**config.mk**
```make
export PLATFORM = sky130hd
export DESIGN_NAME = column_load_sequencer
export DESIGN_NICKNAME = d
export VERILOG_FILES = /design/src/logic/column_loader_pkg.sv /design/src/logic/column_latch_bank.sv /design/src/logic/column_ahb_regs.sv /design/src/logic/column_load_sequencer.sv
export SDC_FILE = /design/constraint.sdc
export NUM_CORES = 1
export LEC_CHECK = 0
export ABC_AREA = 1
export CAP_MARGIN = 5
export CORE_MARGIN = 2
export CORE_UTILIZATION = 43
export DETAILED_ROUTE_END_ITERATION = 10
export DONT_BUFFER_PORTS = 1
export SKIP_LAST_GASP = 1
export SYNTH_ARGS = -nofsm -noshare
export SYNTH_HDL_FRONTEND = slang
export SYNTH_HIERARCHICAL = 1
export SYNTH_SLANG_ARGS = --single-unit
```
**constraint.sdc**
```tcl
create_clock -name clk -period 2.59 [get_ports clk]
set_clock_uncertainty 0.2 [all_clocks]
set_input_delay 0.259 -clock clk [delete_from_list [all_inputs] [get_ports clk]]
set_output_delay 0.259 -clock clk [all_outputs]
set_load 0.02 [all_outputs]
```
**src/logic/column_loader_pkg.sv**
```systemverilog
// Purpose: Shared constants and types for the six-channel column load sequencer
// Assumes: One 125 MHz system clock; panel pins are synchronous to it
// Notes: Register offsets are byte addresses on a 32-bit AHB-Lite bus

package column_loader_pkg;

  // ----------------------------------------------------------------
  // Geometry
  // ----------------------------------------------------------------
  localparam int unsigned CHANNELS = 6;
  localparam int unsigned WORD_W = 10;
  localparam logic [2:0] LAST_CHANNEL = 3'h5;
  localparam logic [2:0] SEQ_ADDRESS = 3'h7;
  // Sequence counter value meaning "no sequence running"
  localparam logic [2:0] SEQ_DONE = 3'h6;

  // ----------------------------------------------------------------
  // Register map
  // ----------------------------------------------------------------
  localparam logic [7:0] CTRL_OFFSET = 8'h00;
  localparam logic [7:0] STATUS_OFFSET = 8'h04;
  localparam logic [7:0] OUT_BASE_OFFSET = 8'h10;
  localparam logic [7:0] OUT_LAST_OFFSET = 8'h24;
  localparam logic [31:0] CTRL_RESET = 32'h0000_0002;

  // CTRL field positions
  localparam int unsigned CTRL_DIR_BIT = 0;
  localparam int unsigned CTRL_PARITY_BIT = 1;
  localparam int unsigned CTRL_INVERT_BIT = 2;

  // STATUS field positions
  localparam int unsigned STAT_ACTIVE_BIT = 0;
  localparam int unsigned STAT_COUNT_LSB = 1;
  localparam int unsigned STAT_XFER_BIT = 4;

  // AHB encodings
  localparam logic [1:0] HTRANS_NONSEQ = 2'h2;
  localparam logic [1:0] HTRANS_SEQ = 2'h3;

  // ----------------------------------------------------------------
  // Types
  // ----------------------------------------------------------------
  typedef logic [WORD_W-1:0] word_type;
  typedef logic [CHANNELS-1:0][WORD_W-1:0] bank_type;

  // Pixel port from the panel timing controller
  typedef struct packed {
    logic panel_clock;
    logic sequence_start_or_select;
    logic transfer_strobe;
    logic [2:0] channel_address;
    word_type pixel_word;
  } panel_in_type;

  // Software controls
  typedef struct packed {
    logic direction;
    logic edge_parity;
    logic polarity_invert;
  } ctrl_type;

  // Block state reported to software
  typedef struct packed {
    logic seq_active;
    logic [2:0] seq_count;
    logic xfer_pending;
  } status_type;

endpackage

```
**src/logic/column_latch_bank.sv**
```systemverilog
// Purpose: Two-stage latches of the six column channels
// Assumes: Load enables are one-hot or zero
// Notes: Second stage moves as a whole so all outputs change together

`timescale 1ns/1ps

module column_latch_bank
  import column_loader_pkg::*;
(
  // Clock and reset
  input wire logic clk,
  input wire logic rst_n,
  // First-stage load
  input wire logic [CHANNELS-1:0] load_en,
  input wire word_type load_word,
  // Transfer
  input wire logic xfer_fire,
  input wire logic invert_in,
  // Latch contents
  output bank_type stage1,
  output bank_type stage2,
  output logic invert_out
);

  bank_type stage1_q;
  bank_type stage2_q;
  logic invert_q;

  // First stage: each channel takes the shared word when enabled
  always_ff @(posedge clk or negedge rst_n)
  begin
    if (!rst_n)
    begin
      stage1_q <= '0;
    end
    else
    begin
      for (int i = 0; i < CHANNELS; i++)
      begin
        if (load_en[i])
        begin
          stage1_q[i] <= load_word;
        end
      end
    end
  end

  // Second stage and slope flag move together in one edge
  always_ff @(posedge clk or negedge rst_n)
  begin
    if (!rst_n)
    begin
      stage2_q <= '0;
      invert_q <= 1'b0;
    end
    else if (xfer_fire)
    begin
      stage2_q <= stage1_q;
      invert_q <= invert_in;
    end
  end

  assign stage1 = stage1_q;
  assign stage2 = stage2_q;
  assign invert_out = invert_q;

endmodule

```
**src/logic/column_ahb_regs.sv**
```systemverilog
// Purpose: AHB-Lite slave holding control and reporting loader state
// Assumes: Single word transfers; zero wait states
// Notes: Unmapped addresses read zero and ignore writes, always OKAY

`timescale 1ns/1ps

module column_ahb_regs
  import column_loader_pkg::*;
(
  // Clock and reset
  input wire logic clk,
  input wire logic rst_n,
  // AHB-Lite slave
  input wire logic hsel,
  input wire logic [31:0] haddr,
  input wire logic [1:0] htrans,
  input wire logic hwrite,
  input wire logic [2:0] hsize,
  input wire logic [31:0] hwdata,
  input wire logic hready,
  output logic [31:0] hrdata,
  output logic hreadyout,
  output logic hresp,
  // Block side
  output ctrl_type ctrl,
  input wire status_type status,
  input wire bank_type outputs
);

  logic [31:0] ctrl_q;
  logic [31:0] hrdata_q;
  logic wr_pend_q;
  logic [7:0] wr_addr_q;
  logic access;
  logic [31:0] rd_value;

  // Valid address phase; hsize is not decoded since only words are used
  assign access = hsel && hready && (htrans == HTRANS_NONSEQ || htrans == HTRANS_SEQ);

  // Read decode
  always_comb
  begin
    rd_value = 32'h0000_0000;
    if (haddr[7:0] == CTRL_OFFSET)
    begin
      rd_value = ctrl_q;
    end
    else if (haddr[7:0] == STATUS_OFFSET)
    begin
      rd_value[STAT_ACTIVE_BIT] = status.seq_active;
      rd_value[STAT_COUNT_LSB +: 3] = status.seq_count;
      rd_value[STAT_XFER_BIT] = status.xfer_pending;
    end
    else if (haddr[7:0] >= OUT_BASE_OFFSET && haddr[7:0] <= OUT_LAST_OFFSET && haddr[1:0] == 2'h0)
    begin
      rd_value[WORD_W-1:0] = outputs[3'((haddr[7:0] - OUT_BASE_OFFSET) >> 2)];
    end
  end

  // Read data registered so it stands through the data phase
  always_ff @(posedge clk or negedge rst_n)
  begin
    if (!rst_n)
    begin
      hrdata_q <= 32'h0000_0000;
    end
    else if (access && !hwrite)
    begin
      hrdata_q <= rd_value;
    end
  end

  // Write address captured for the data phase
  always_ff @(posedge clk or negedge rst_n)
  begin
    if (!rst_n)
    begin
      wr_pend_q <= 1'b0;
      wr_addr_q <= 8'h00;
    end
    else
    begin
      wr_pend_q <= access && hwrite;
      wr_addr_q <= haddr[7:0];
    end
  end

  // Control register, only the three defined bits are kept
  always_ff @(posedge clk or negedge rst_n)
  begin
    if (!rst_n)
    begin
      ctrl_q <= CTRL_RESET;
    end
    else if (wr_pend_q && wr_addr_q == CTRL_OFFSET)
    begin
      ctrl_q <= hwdata & 32'h0000_0007;
    end
  end

  assign ctrl.direction = ctrl_q[CTRL_DIR_BIT];
  assign ctrl.edge_parity = ctrl_q[CTRL_PARITY_BIT];
  assign ctrl.polarity_invert = ctrl_q[CTRL_INVERT_BIT];
  assign hrdata = hrdata_q;
  assign hreadyout = 1'b1;
  assign hresp = 1'b0;

endmodule

```
**src/logic/column_load_sequencer.sv**
```systemverilog
// Purpose: Steers panel pixel words into six column channel latches
// Assumes: Panel pins, panel clock included, are synchronous to clk
// Notes: Panel clock edges are found by sampling; controls come from CTRL
//
// Behaviour
// - Each accepted word loads exactly one channel
// - Second stage of all channels updates together
// - Start sampled high begins sequenced loading
// - Transfer copies first stage on falling edge
// - Direction low ascends, high descends
// - Six words after start fill channels 0..5
// - Parity high loads rising, low loads falling; addressed loads always on falling
// - Invert flag selects output slope
// - Addresses 0..5 load directly, 7 sequences
// - Transfer sampled rising, acts next falling

`timescale 1ns/1ps

module column_load_sequencer
  import column_loader_pkg::*;
(
  // Clock and reset
  input wire logic clk,
  input wire logic rst_n,
  // AHB-Lite slave
  input wire logic hsel,
  input wire logic [31:0] haddr,
  input wire logic [1:0] htrans,
  input wire logic hwrite,
  input wire logic [2:0] hsize,
  input wire logic [31:0] hwdata,
  input wire logic hready,
  output logic [31:0] hrdata,
  output logic hreadyout,
  output logic hresp,
  // Panel timing controller
  input wire panel_in_type panel_in,
  // Column data to the converters
  output bank_type column_outputs,
  output logic polarity_invert
);

  // ----------------------------------------------------------------
  // Helpers
  // ----------------------------------------------------------------

  // Channel of the n-th sequenced word for a given direction
  function automatic logic [2:0] seq_channel(input logic [2:0] count, input logic dir);
    seq_channel = dir ? 3'(LAST_CHANNEL - count) : count;
  endfunction

  // One-hot enable from a channel number, zero when out of range
  function automatic logic [CHANNELS-1:0] channel_onehot(input logic [2:0] ch);
    channel_onehot = (ch <= LAST_CHANNEL) ? 6'(6'h01 << ch) : 6'h00;
  endfunction

  ctrl_type ctrl;
  status_type status;
  bank_type stage1;
  bank_type stage2;
  logic pclk_q;
  logic rise;
  logic fall;
  logic load_edge;
  logic seq_mode;
  logic start_evt;
  logic [2:0] count_q;
  logic [2:0] addr_q;
  logic cs_q;
  logic xfer_pending_q;
  logic xfer_fire;
  logic seq_load;
  logic addr_load;
  logic [CHANNELS-1:0] load_en;

  // ----------------------------------------------------------------
  // Panel clock edges
  // ----------------------------------------------------------------

  // Previous panel clock level, so both edges can act on the system clock
  always_ff @(posedge clk or negedge rst_n)
  begin
    if (!rst_n)
    begin
      pclk_q <= 1'b0;
    end
    else
    begin
      pclk_q <= panel_in.panel_clock;
    end
  end

  assign rise = panel_in.panel_clock && !pclk_q;
  assign fall = !panel_in.panel_clock && pclk_q;
  assign load_edge = ctrl.edge_parity ? rise : fall;

  // ----------------------------------------------------------------
  // Internal sequencer
  // ----------------------------------------------------------------

  // all-ones address hands loading to the sequencer
  assign seq_mode = panel_in.channel_address == SEQ_ADDRESS;
  // start is only a start when sampled on a rising edge
  assign start_evt = rise && panel_in.sequence_start_or_select && seq_mode;

  // Count of words loaded; SEQ_DONE means idle. A new start always restarts,
  // so a controller that aborts mid-line simply begins again.
  // six counts then idle
  always_ff @(posedge clk or negedge rst_n)
  begin
    if (!rst_n)
    begin
      count_q <= SEQ_DONE;
    end
    else if (start_evt)
    begin
      count_q <= 3'h0;
    end
    else if (seq_load)
    begin
      count_q <= 3'(count_q + 3'h1);
    end
  end

  // no loads once six words are in
  assign seq_load = seq_mode && load_edge && !start_evt && count_q != SEQ_DONE;

  // ----------------------------------------------------------------
  // Addressed loading
  // ----------------------------------------------------------------

  // Address and chip select are taken on the rising edge and used at the fall
  always_ff @(posedge clk or negedge rst_n)
  begin
    if (!rst_n)
    begin
      addr_q <= SEQ_ADDRESS;
      cs_q <= 1'b0;
    end
    else if (rise)
    begin
      addr_q <= panel_in.channel_address;
      cs_q <= panel_in.sequence_start_or_select;
    end
  end

  // direct load while selected and address in range
  assign addr_load = fall && cs_q && addr_q <= LAST_CHANNEL && !seq_mode;

  // one enable at most per accepted word
  // direction decides the channel for each count
  // direction is read live, so it must not move mid-sequence
  // same mapping on either load edge
  always_comb
  begin
    load_en = '0;
    if (seq_load)
    begin
      load_en = channel_onehot(seq_channel(count_q, ctrl.direction));
    end
    else if (addr_load)
    begin
      load_en = channel_onehot(addr_q);
    end
  end

  // ----------------------------------------------------------------
  // Transfer
  // ----------------------------------------------------------------

  // A strobe seen on several rises still fires only once per fall
  // strobe taken on rising edge, consumed on the next fall
  always_ff @(posedge clk or negedge rst_n)
  begin
    if (!rst_n)
    begin
      xfer_pending_q <= 1'b0;
    end
    else if (rise)
    begin
      xfer_pending_q <= panel_in.transfer_strobe;
    end
    else if (fall)
    begin
      xfer_pending_q <= 1'b0;
    end
  end

  // copy happens on the falling edge after a valid strobe
  assign xfer_fire = fall && xfer_pending_q;

  // ----------------------------------------------------------------
  // Latches and registers
  // ----------------------------------------------------------------

  // both stages live in the bank
  column_latch_bank u_bank (
    .clk(clk),
    .rst_n(rst_n),
    .load_en(load_en),
    .load_word(panel_in.pixel_word),
    .xfer_fire(xfer_fire),
    .invert_in(ctrl.polarity_invert),
    .stage1(stage1),
    .stage2(stage2),
    .invert_out(polarity_invert)
  );

  assign status.seq_active = count_q != SEQ_DONE;
  assign status.seq_count = count_q;
  assign status.xfer_pending = xfer_pending_q;

  column_ahb_regs u_regs (
    .clk(clk),
    .rst_n(rst_n),
    .hsel(hsel),
    .haddr(haddr),
    .htrans(htrans),
    .hwrite(hwrite),
    .hsize(hsize),
    .hwdata(hwdata),
    .hready(hready),
    .hrdata(hrdata),
    .hreadyout(hreadyout),
    .hresp(hresp),
    .ctrl(ctrl),
    .status(status),
    .outputs(stage2)
  );

  assign column_outputs = stage2;
endmodule

```
==> run summary, run 1 <==
DP Area - 7094 um2
Hold violation count in the final report - 152
Rows - 46
WP buf/inv - 2
Min Tclk post-route - 2285 ps
Layout cells sized above 1 - 8.696%
GRT overflow - 0
Top cell type's share of synthesized area - 51.73%
Max-slew violations - 0
Critical path's top delay family - simple AND/OR/NAND/NOR gates
Worst-Margin Slew - 551.7 ps
CTS hold repair buffers - 31
Netlist cell types - 37
Post-synth top flop - dfrtp_1
Overall power - 0.007040 W
Largest net degree at the start of global routing - 153
TNS Setup - 0 ps
Max Cap Viol - 0
GRT Total Usage - 22.81%
Final period utilization - 88.23%
Clock transition at the registers of the reported paths - 70 ps
Startpoint Class - flop
Post-route cell area - 7959 um2
Worst skew pair latency - 430 ps
Peak supply drop - 0.0004913 V
Fillcell total - 1548
Slew margin rel. - 62.94%
Vias in the first global route - 5210
TritonCTS Sinks - 152
Post-synth EDFFs - 0
IO Pins - 185
Wire per inst - 16.90 um
Clock Path Buffers - 2
Crit end category - flop
Violated checks - negative hold slack
DIE AREA - 17470 um2
Max FO, Critical Path - 10
Leak - 4.303 nW
Root Buffer - clkbuf_16
Avg Vias per Cell - 4.825
RSZ-0062 raised after global routing - no
Cts bufs inserted - 17
Status - finished with violations
Register area - 3811 um2
Nets - 1002
Top post-synthesis cells by area - dfrtp_1, nand2_1, buf_4, nand3_1, dfstp_2
Async set-reset flop share out of synthesis - 100.0%
WHS - -675.0 ps
PwrDens - 884.5 nW/um2
Area taken by multi-input logic gates - 2756 um2
# Post-CTS Setup Buffers - 0
Htree depth - 4
Arrival @ worst endpoint - 2410 ps
Share of the yosys chip area belonging to registers - 53.96%
Vias - 5491
Critical path's largest stage delay - 620 ps
Detailed Routing Iterations Pass 1 - 5
FMAX - 0.4376 GHz
Antenna violations before repair - 3
CP required - 2710 ps
Initial Util - 44.30%
First-pass GRT wire length - 30.04 mm
Layout area overhead - 12.68%
Critical path's most frequent cell - nand2_1
TritonCTS clock tree - done
Yosys top cell by area - dfrtp_1
Dpl hpwl - 12.49 mm
Netlist Area Pre-Place - 7063 um2
IO Port Bufs - 0
Most common cell after layout, fill and taps aside - nand2_1
CORE AREA - 15940 um2
Mapped Cells - 879
Routability Congestion - 0.8104
Final antenna-violating net count - 0
Die Height - 132.2 um
Critical-path cell list - ha_1 -> inv_1 -> nand2_1 -> nand2_1 -> nand2_1 -> nor2_1 -> nand2_1 -> nand2_1 -> clkinv_1 -> nand2_1 -> nand2_1
#FFs+latches synth - 152
Syn avg cell area - 8.035 um2
Hold WC Path Type - input pin to asynchronous set/reset pin
Crit-path slowest cell - dfstp_2
Kind of critical path - flop to flop
Resized Gates After CTS - 0
Most frequent cells in the layout - nand2_1, dfrtp_1, nand3_1
Detailed Route Iter0 Violations - 459
Die X-Extent - 132.2 um
DRC viols - 0
Final wirelength - 19.24 mm
Synth warn - 6
Final setup violation count - 0
layer usage:
metal / vias up / global-route usage (%) / part of all wire [%]
li1: 2711 / - / -
met4: 2 / 5.918 / 1.7
met3: 27 / 8.574 / 9.1
met1: 2573 / 30.70 / 44
met2: 178 / 34.84 / 45
met5: - / 0 / 0.068
final timing paths:
kind,cells past startpoint,from,to,slack (ps)
worst min-delay path,0,rst_n,xfer_pending_q$_DFFE_PN0P_,-670
min in group clk,4,haddr[3],u_regs/hrdata[8]$_DFFE_PN0P_,40
worst max register to register,11,count_q[1]$_DFFE_PN1P_,u_bank/stage1[46]$_DFFE_PN0P_,300
worst min register to register,2,u_bank/stage1[33]$_DFFE_PN0P_,u_bank/stage1[33]$_DFFE_PN0P_,270
max in group asynchronous,0,rst_n,addr_q[0]$_DFFE_PN1N_,2530
worst max-delay path,11,count_q[1]$_DFFE_PN1P_,u_bank/stage1[46]$_DFFE_PN0P_,300
cell usage after synthesis (2+ instances only):
| library cell | instances |
|---|---|
| conb_1 | 2 |
| o211ai_1 | 4 |
| nand2_2 | 13 |
| a21oi_1 | 9 |
| buf_4 | 30 |
| nand2_1 | 494 |
| clkinv_1 | 6 |
| buf_2 | 12 |
| nor2_1 | 23 |
| dfrtp_1 | 146 |
| nand3_1 | 37 |
| and2_4 | 2 |
| o21ai_0 | 12 |
| nand4_1 | 3 |
| buf_6 | 8 |
| nand3_2 | 5 |
| nor3_1 | 6 |
| dfstp_2 | 6 |
| inv_1 | 32 |
| ha_1 | 5 |
| or2_0 | 5 |
| inv_2 | 4 |
cell type report:
cell class	count	share of cell area [%]
flip-flops and latches	152	47.89
multi-input cells	652	34.63
clock buffers	18	5.392
repair buffers	39	4.811
well taps	216	3.396
inverters	45	2.311
clock inverters	14	1.509
diodes	2	0.06288
flip-flops by register name (all words and copies together), names as in the netlist:
name	count
count_q	3
u_regs/ctrl_q	3
u_regs/hrdata	10
u_regs/wr_pend_q	1
u_bank/stage1	60
addr_q	3
u_bank/invert_out	1
pclk_q	1
cs_q	1
xfer_pending_q	1
u_bank/stage2	60
u_regs/wr_addr_q	8
report_power, final:
group	total [W]	switching, W	internal, W
Clock	0.00230	0.00105	0.00125
Combinational	0.000936	0.000564	0.000372
Sequential	0.00380	0.000838	0.00296
kinds of logic (layout without fill, tap and decap cells):
group                      count (synthesis)  in the layout  share of synthesized area (%)
DFF                                      152            152                          53.96
and+or+nand+nor                          594            594                          34.31
adders and majority gates                  5              5                         0.8857
buffers and inverters                     97            116                          8.184
xor gates and xnor gates                   1              1                         0.1240
other                                      2             26                         0.1063
AOI/OAI and AO/OA                         28             28                          2.427
through the flow:
stage | worst slack (ps) | util (%) | hold WS, ps | std cells
final | 304.8 | 49.92 | -675.0 | 1138
after floorplan | 720.2 | - | -236.6 | 901
after detailed placement | 304.4 | 44.50 | -230.0 | 1073
after global placement | 322.7 | 44.50 | -231.4 | 1073
after global routing | 124.7 | 49.92 | -694.1 | 1138
after CTS | 286.3 | 49.89 | -692.4 | 1136
worst reg2reg max path, delay by kind of cell, from the launching register on:
family,cells,cell delay (ps)
adders and majority gates,1,270
buffers and inverters,2,400
DFF,1,620
and+or+nand+nor,8,700
Power figures use the tool's default switching activity.
==> inputs of run 2 (changes only) <==
--- a/config.mk
+++ b/config.mk
@@ -7,7 +7,7 @@
 export LEC_CHECK = 0
 export ABC_AREA = 1
 export CAP_MARGIN = 5
-export CORE_MARGIN = 2
+export CORE_MARGIN = 5
 export CORE_UTILIZATION = 43
 export DETAILED_ROUTE_END_ITERATION = 10
 export DONT_BUFFER_PORTS = 1
==> run 2 against run 1 <==
Compared with the run above: the flow still finishes with violations (negative hold slack); flip-flop and latch count stayed put; first-iteration DRC count decreased by 4.4%; power is 3.7% higher; largest cell class unchanged; sequential share of layout area down 0.41 points; count of clock-buffer cells in the layout is 4 higher; critical path depth up 1; die area grew 9.3%; worst hold slack better by 11 ps; core utilization grew 0.25 points; final cell count hardly changed; global-route usage is 2.0 points lower; clock power grew 11%.
==> run summary, run 2 (synthesis results as in run 1) <==
Die Height - 138.2 um (was 132.2 um)
Overall power - 0.007302 W (was 0.007040 W)
TritonCTS clock tree - done (unchanged)
Cell internal pwr - 0.004933 W (was 0.004582 W)
Met2 Usage GRT - 31.83% (was 34.84%)
GRT Total Usage - 20.81% (was 22.81%)
Most common cell after layout, fill and taps aside - nand2_1 (unchanged)
Worst-Margin Slew - 534.3 ps (was 551.7 ps)
GRT overflow - 0 (unchanged)
Max FO, Critical Path - 10 (unchanged)
Cts bufs inserted - 17 (unchanged)
Max-slew violations - 0 (unchanged)
Rows - 46 (unchanged)
CORE AREA - 16000 um2 (was 15940 um2)
RSZ-0062 raised after global routing - no (unchanged)
Fillcell total - 1552 (was 1548)
Hold violation count in the final report - 152 (unchanged)
Final antenna-violating net count - 0 (unchanged)
Crit end category - flop (unchanged)
CP required - 2690 ps (was 2710 ps)
Die X-Extent - 138.2 um (was 132.2 um)
Violated checks - negative hold slack (unchanged)
Avg Vias per Cell - 4.755 (was 4.825)
Max Cap Viol - 0 (unchanged)
DIE AREA - 19090 um2 (was 17470 um2)
Root Buffer - clkbuf_16 (unchanged)
Final period utilization - 89.26% (was 88.23%)
# Post-CTS Setup Buffers - 0 (unchanged)
First-pass GRT wire length - 31.02 mm (was 30.04 mm)
Dpl hpwl - 13.03 mm (was 12.49 mm)
GR peak layer - met2 (unchanged)
TNS Setup - 0 ps (unchanged)
Htree depth - 4 (unchanged)
Sequential share of power - 52.1% (was 54.0%)
Clock Path Buffers - 2 (unchanged)
Hold WC Path Type - input pin to asynchronous set/reset pin (unchanged)
Clock power share - 35.0% (was 32.7%)
Met1 usage - 28.19% (was 30.70%)
TritonCTS Sinks - 152 (unchanged)
Detailed Routing Iterations Pass 1 - 5 (unchanged)
Clock transition at the registers of the reported paths - 60 ps (was 70 ps)
Layout cells sized above 1 - 8.677% (was 8.696%)
DRC viols - 0 (unchanged)
Sw Pwr - 0.002369 W (was 0.002457 W)
GRT met3 Usage - 8.069% (was 8.574%)
Combinational share of power - 12.8% (was 13.3%)
Initial Util - 44.14% (was 44.30%)
Routability Congestion - 0.8659 (was 0.8104)
Sw frac - 32.44% (was 34.91%)
Vias in the first global route - 5149 (was 5210)
Slew margin rel. - 64.10% (was 62.94%)
IO Port Bufs - 0 (unchanged)
Resized Gates After CTS - 0 (unchanged)
Layout area overhead - 13.66% (was 12.68%)
CTS hold repair buffers - 32 (was 31)
WHS - -664.4 ps (was -675.0 ps)
Largest net degree at the start of global routing - 153 (unchanged)
Wire per inst - 17.16 um (was 16.90 um)
Status - finished with violations (unchanged)
Most frequent cells in the layout - nand2_1, dfrtp_1, nand3_1 (unchanged)
Area taken by multi-input logic gates - 2756 um2 (unchanged)
Startpoint Class - flop (unchanged)
Worst skew pair latency - 420 ps (was 430 ps)
Leak - 4.337 nW (was 4.303 nW)
Vias - 5416 (was 5491)
Detailed Route Iter0 Violations - 439 (was 459)
Register area - 3811 um2 (unchanged)
PwrDens - 909.6 nW/um2 (was 884.5 nW/um2)
Nets - 1004 (was 1002)
Peak supply drop - 0.0006841 V (was 0.0004913 V)
FMAX - 0.4325 GHz (was 0.4376 GHz)
Final wirelength - 19.55 mm (was 19.24 mm)
Final setup violation count - 0 (unchanged)
Arrival @ worst endpoint - 2410 ps (about the same)
Kind of critical path - flop to flop (unchanged)
IO Pins - 185 (unchanged)
Min Tclk post-route - 2312 ps (was 2285 ps)
Antenna violations before repair - 1 (was 3)
## run 2: cell types whose count changed in the layout (fill, tap and decap cells not counted), sizes merged
| cell | delta |
|---|---|
| buf | +1 |
| bufinv | +3 |
| clkbuf | +4 |
| clkinv | -6 |
| clkinvlp | +1 |
| diode | -1 |
| dlygate4sd3 | +1 |
| inv | -2 |
## run 2: stage by stage
| stage | util, % | cells | area (um2) | worst slack, ps |
|---|---|---|---|---|
| after global routing | 50.17 | 1139 | 8028 | 64.47 |
| final | 50.17 | 1139 | 8028 | 278.0 |
| after global placement | 44.31 | 1074 | 7089 | 319.2 |
| after floorplan | - | 901 | 7146 | 720.2 |
| after detailed placement | 44.31 | 1074 | 7089 | 293.3 |
| after CTS | 50.16 | 1138 | 8025 | 262.4 |
## run 2: worst paths after layout
| kind | startpoint | endpoint | slack (ps) | depth (start not counted) |
|---|---|---|---|---|
| max reg2reg | pclk_q$_DFF_PN0_ | u_bank/stage1[30]$_DFFE_PN0P_ | 280 | 12 |
| max in group asynchronous | rst_n | addr_q[0]$_DFFE_PN1N_ | 2540 | 0 |
| min | rst_n | pclk_q$_DFF_PN0_ | -660 | 0 |
| min reg2reg | u_bank/stage1[25]$_DFFE_PN0P_ | u_bank/stage1[25]$_DFFE_PN0P_ | 270 | 2 |
| max | pclk_q$_DFF_PN0_ | u_bank/stage1[30]$_DFFE_PN0P_ | 280 | 12 |
| min in group clk | haddr[3] | u_regs/hrdata[8]$_DFFE_PN0P_ | 40 | 4 |
## run 2: cell type report
type,instances,share of cell area [%]
Antenna cell,1,0.03117
Clock buffer,22,5.907
Clock inverter,10,1.761
Inverter,45,2.291
Multi-Input combinational cell,652,34.34
Sequential cell,152,47.48
Tap cell,216,3.367
Timing Repair Buffer,41,4.832
## run 2: power by group through the flow
stage | Combinational (W) | Sequential, W | Clock [W]
final | 0.000935 | 0.00381 | 0.00256
after global routing | 0.00110 | 0.00388 | 0.00273
after CTS | 0.000937 | 0.00382 | 0.00262
after detailed placement | 0.000861 | 0.00386 | 0
after global placement | 0.000834 | 0.00385 | 0
after floorplan | 0.000765 | 0.00364 | 0
## run 2: per-layer routing
metal / wire (um) / share of wire (%)
met1: 8631 / 44
met2: 8965 / 46
met3: 1673 / 8.6
met4: 277 / 1.4
met5: 0 / 0
## run 2: worst max-delay path, cell delays in order, from the launching register on
cell	delay [ps]
dfrtp_1	380
inv_1	60
ha_1	340
inv_2	60
nand2_2	70
and2_4	140
nand3_4	80
inv_4	100
nand2_1	60
nand2_1	160
clkinv_1	310
nand2_1	150
nand2_1	70
==> inputs of run 3 (changes only) <==
==> constraint.sdc (replaced) <==
create_clock -name clk -period 2.1 [get_ports clk]
set_clock_uncertainty 0.2 [all_clocks]
set_input_delay 0.21 -clock clk [delete_from_list [all_inputs] [get_ports clk]]
set_output_delay 0.21 -clock clk [all_outputs]
set_load 0.02 [all_outputs]
==> run 3 against run 2 <==
Compared with the run above: the flow still finishes with violations (negative hold slack); largest cell class unchanged; power grew 24%; fmax is 16% higher; worst hold slack got worse by 56 ps; via count grew 1.7%; final cell count rose by 0.97%.
==> run summary, run 3 (synthesis results as in run 1) <==
TritonCTS Sinks - 152 (unchanged)
Arrival @ worst endpoint - 2110 ps (was 2410 ps)
First-pass GRT wire length - 30.95 mm (was 31.02 mm)
Worst-Margin Slew - 597.5 ps (was 534.3 ps)
Sequential share of power - 51.9% (was 52.1%)
PwrDens - 1108 nW/um2 (was 909.6 nW/um2)
GRT overflow - 0 (unchanged)
Sw Pwr - 0.002955 W (was 0.002369 W)
Final antenna-violating net count - 0 (unchanged)
Hold violation count in the final report - 152 (unchanged)
Largest net degree at the start of global routing - 153 (unchanged)
Clock Path Buffers - 2 (unchanged)
Hold WC Path Type - input pin to asynchronous set/reset pin (unchanged)
Vias - 5508 (was 5416)
Detailed Route Iter0 Violations - 400 (was 439)
CORE AREA - 16000 um2 (unchanged)
Nets - 1016 (was 1004)
Overall power - 0.009040 W (was 0.007302 W)
Layout cells sized above 1 - 10.71% (was 8.677%)
Dpl hpwl - 13.15 mm (was 13.03 mm)
Crit end category - flop (unchanged)
Final setup violation count - 0 (unchanged)
Combinational share of power - 13.4% (was 12.8%)
Final wirelength - 19.54 mm (was 19.55 mm)
Status - finished with violations (unchanged)
Violated checks - negative hold slack (unchanged)
FMAX - 0.5001 GHz (was 0.4325 GHz)
WHS - -719.9 ps (was -664.4 ps)
DIE AREA - 19090 um2 (unchanged)
Die Height - 138.2 um (unchanged)
GRT Total Usage - 20.84% (was 20.81%)
Most common cell after layout, fill and taps aside - nand2_1 (unchanged)
Clock power share - 34.8% (was 35.0%)
Worst skew pair latency - 420 ps (about the same)
Cell internal pwr - 0.006084 W (was 0.004933 W)
Htree depth - 4 (unchanged)
IO Port Bufs - 0 (unchanged)
Max FO, Critical Path - 10 (unchanged)
Root Buffer - clkbuf_16 (unchanged)
Peak supply drop - 0.0006213 V (was 0.0006841 V)
Max-slew violations - 0 (unchanged)
Clock transition at the registers of the reported paths - 60 ps (about the same)
R2R Setup Slk - 100 ps (was 280 ps)
RSZ-0062 raised after global routing - yes (was no)
Kind of critical path - flop to flop (unchanged)
Sw frac - 32.69% (was 32.44%)
Worst reg-to-reg path cell count - 11 (was 12)
DRC viols - 0 (unchanged)
Cts bufs inserted - 17 (unchanged)
Antenna violations before repair - 1 (unchanged)
Rows - 46 (unchanged)
Layout area overhead - 15.50% (was 13.66%)
Slew margin rel. - 59.86% (was 64.10%)
Avg Vias per Cell - 4.790 (was 4.755)
TritonCTS clock tree - done (unchanged)
Max Cap Viol - 0 (unchanged)
Antenna diodes - 0 (was 1)
Final cell count without fillers - 1150 (was 1139)
Routability Congestion - 0.8511 (was 0.8659)
Detailed Routing Iterations Pass 1 - 5 (unchanged)
Initial Util - 44.14% (unchanged)
Min Tclk post-route - 2000 ps (was 2312 ps)
Wire per inst - 16.99 um (was 17.16 um)
DP Cell Count - 1086 (was 1074)
CP required - 2210 ps (was 2690 ps)
Most frequent cells in the layout - nand2_1, dfrtp_1, nand3_1 (unchanged)
Vias in the first global route - 5349 (was 5149)
Startpoint Class - flop (unchanged)
Die X-Extent - 138.2 um (unchanged)
IO Pins - 185 (unchanged)
TNS Setup - 0 ps (unchanged)
Final period utilization - 95.22% (was 89.26%)
Leak - 4.402 nW (was 4.337 nW)
==> run 3: area by class of cell <==
cell class	count	area (um2)
clock buffer	21	460.4
clock inverter	11	145.1
fill	1620	7843
inverter	45	185.2
multi-input combinational	652	2789
sequential	152	3811
tap	216	270.3
timing repair buffer	53	496.7
==> run 3: critical path, stage by stage (launching register included) <==
cell and delay, ps:
dfstp_2 560, buf_4 120, ha_1 130, nand2_1 60
and2_4 160, nand3_4 80, inv_4 60, nand2_1 60
nand2_1 100, buf_4 200, nand2_1 70, nand2_1 70
==> run 3: layer usage <==
layer  wire length [um]  part of all wire (%)  vias up  GRT usage (%)
met3               1802                   9.2       32          8.517
met5                  7                 0.036        -              0
met4                443                   2.3        2          7.124
met1               8439                    43     2576          27.14
li1                   -                     -     2735              -
met2               8842                    45      163          31.68
==> run 3: worst paths after layout <==
kind,endpoint,start
max in group asynchronous,addr_q[1]$_DFFE_PN1N_,rst_n
setup / recovery,u_bank/stage1[16]$_DFFE_PN0P_,count_q[1]$_DFFE_PN1P_
min in group clk,u_regs/hrdata[1]$_DFFE_PN0P_,haddr[4]
hold reg to reg,u_bank/stage1[24]$_DFFE_PN0P_,u_bank/stage1[24]$_DFFE_PN0P_
setup reg to reg,u_bank/stage1[16]$_DFFE_PN0P_,count_q[1]$_DFFE_PN1P_
hold / removal,xfer_pending_q$_DFFE_PN0P_,rst_n
==> run 3: timing repair <==
item                       in CTS  in global routing
hold buffers                   31                  1
pin swaps                       0                  5
hold endpoints to repair      242                153
gates resized for setup         1                 11
setup buffers                   0                  0
setup endpoints to repair       1                 44
==> run 3: power groups by stage <==
| stage | Combinational, W | Clock [W] | Sequential (W) |
|---|---|---|---|
| floorplan | 0.000943 | 0 | 0.00449 |
| global placement | 0.00108 | 0 | 0.00474 |
| detailed placement | 0.00112 | 0 | 0.00475 |
| CTS | 0.00121 | 0.00321 | 0.00470 |
| global route | 0.00142 | 0.00332 | 0.00479 |
| finish | 0.00121 | 0.00314 | 0.00469 |
==> run 3: through the flow <==
step	util, %	hold WS [ps]	setup WS (ps)	cell area (um2)
global route	50.99	-742.9	-19.52	8158
CTS	50.68	-735.8	29.88	8109
global placement	44.95	-279.5	54.66	7192
floorplan	-	-285.6	230.2	7146
finish	50.99	-719.9	100.4	8158
detailed placement	44.95	-279.5	32.48	7192
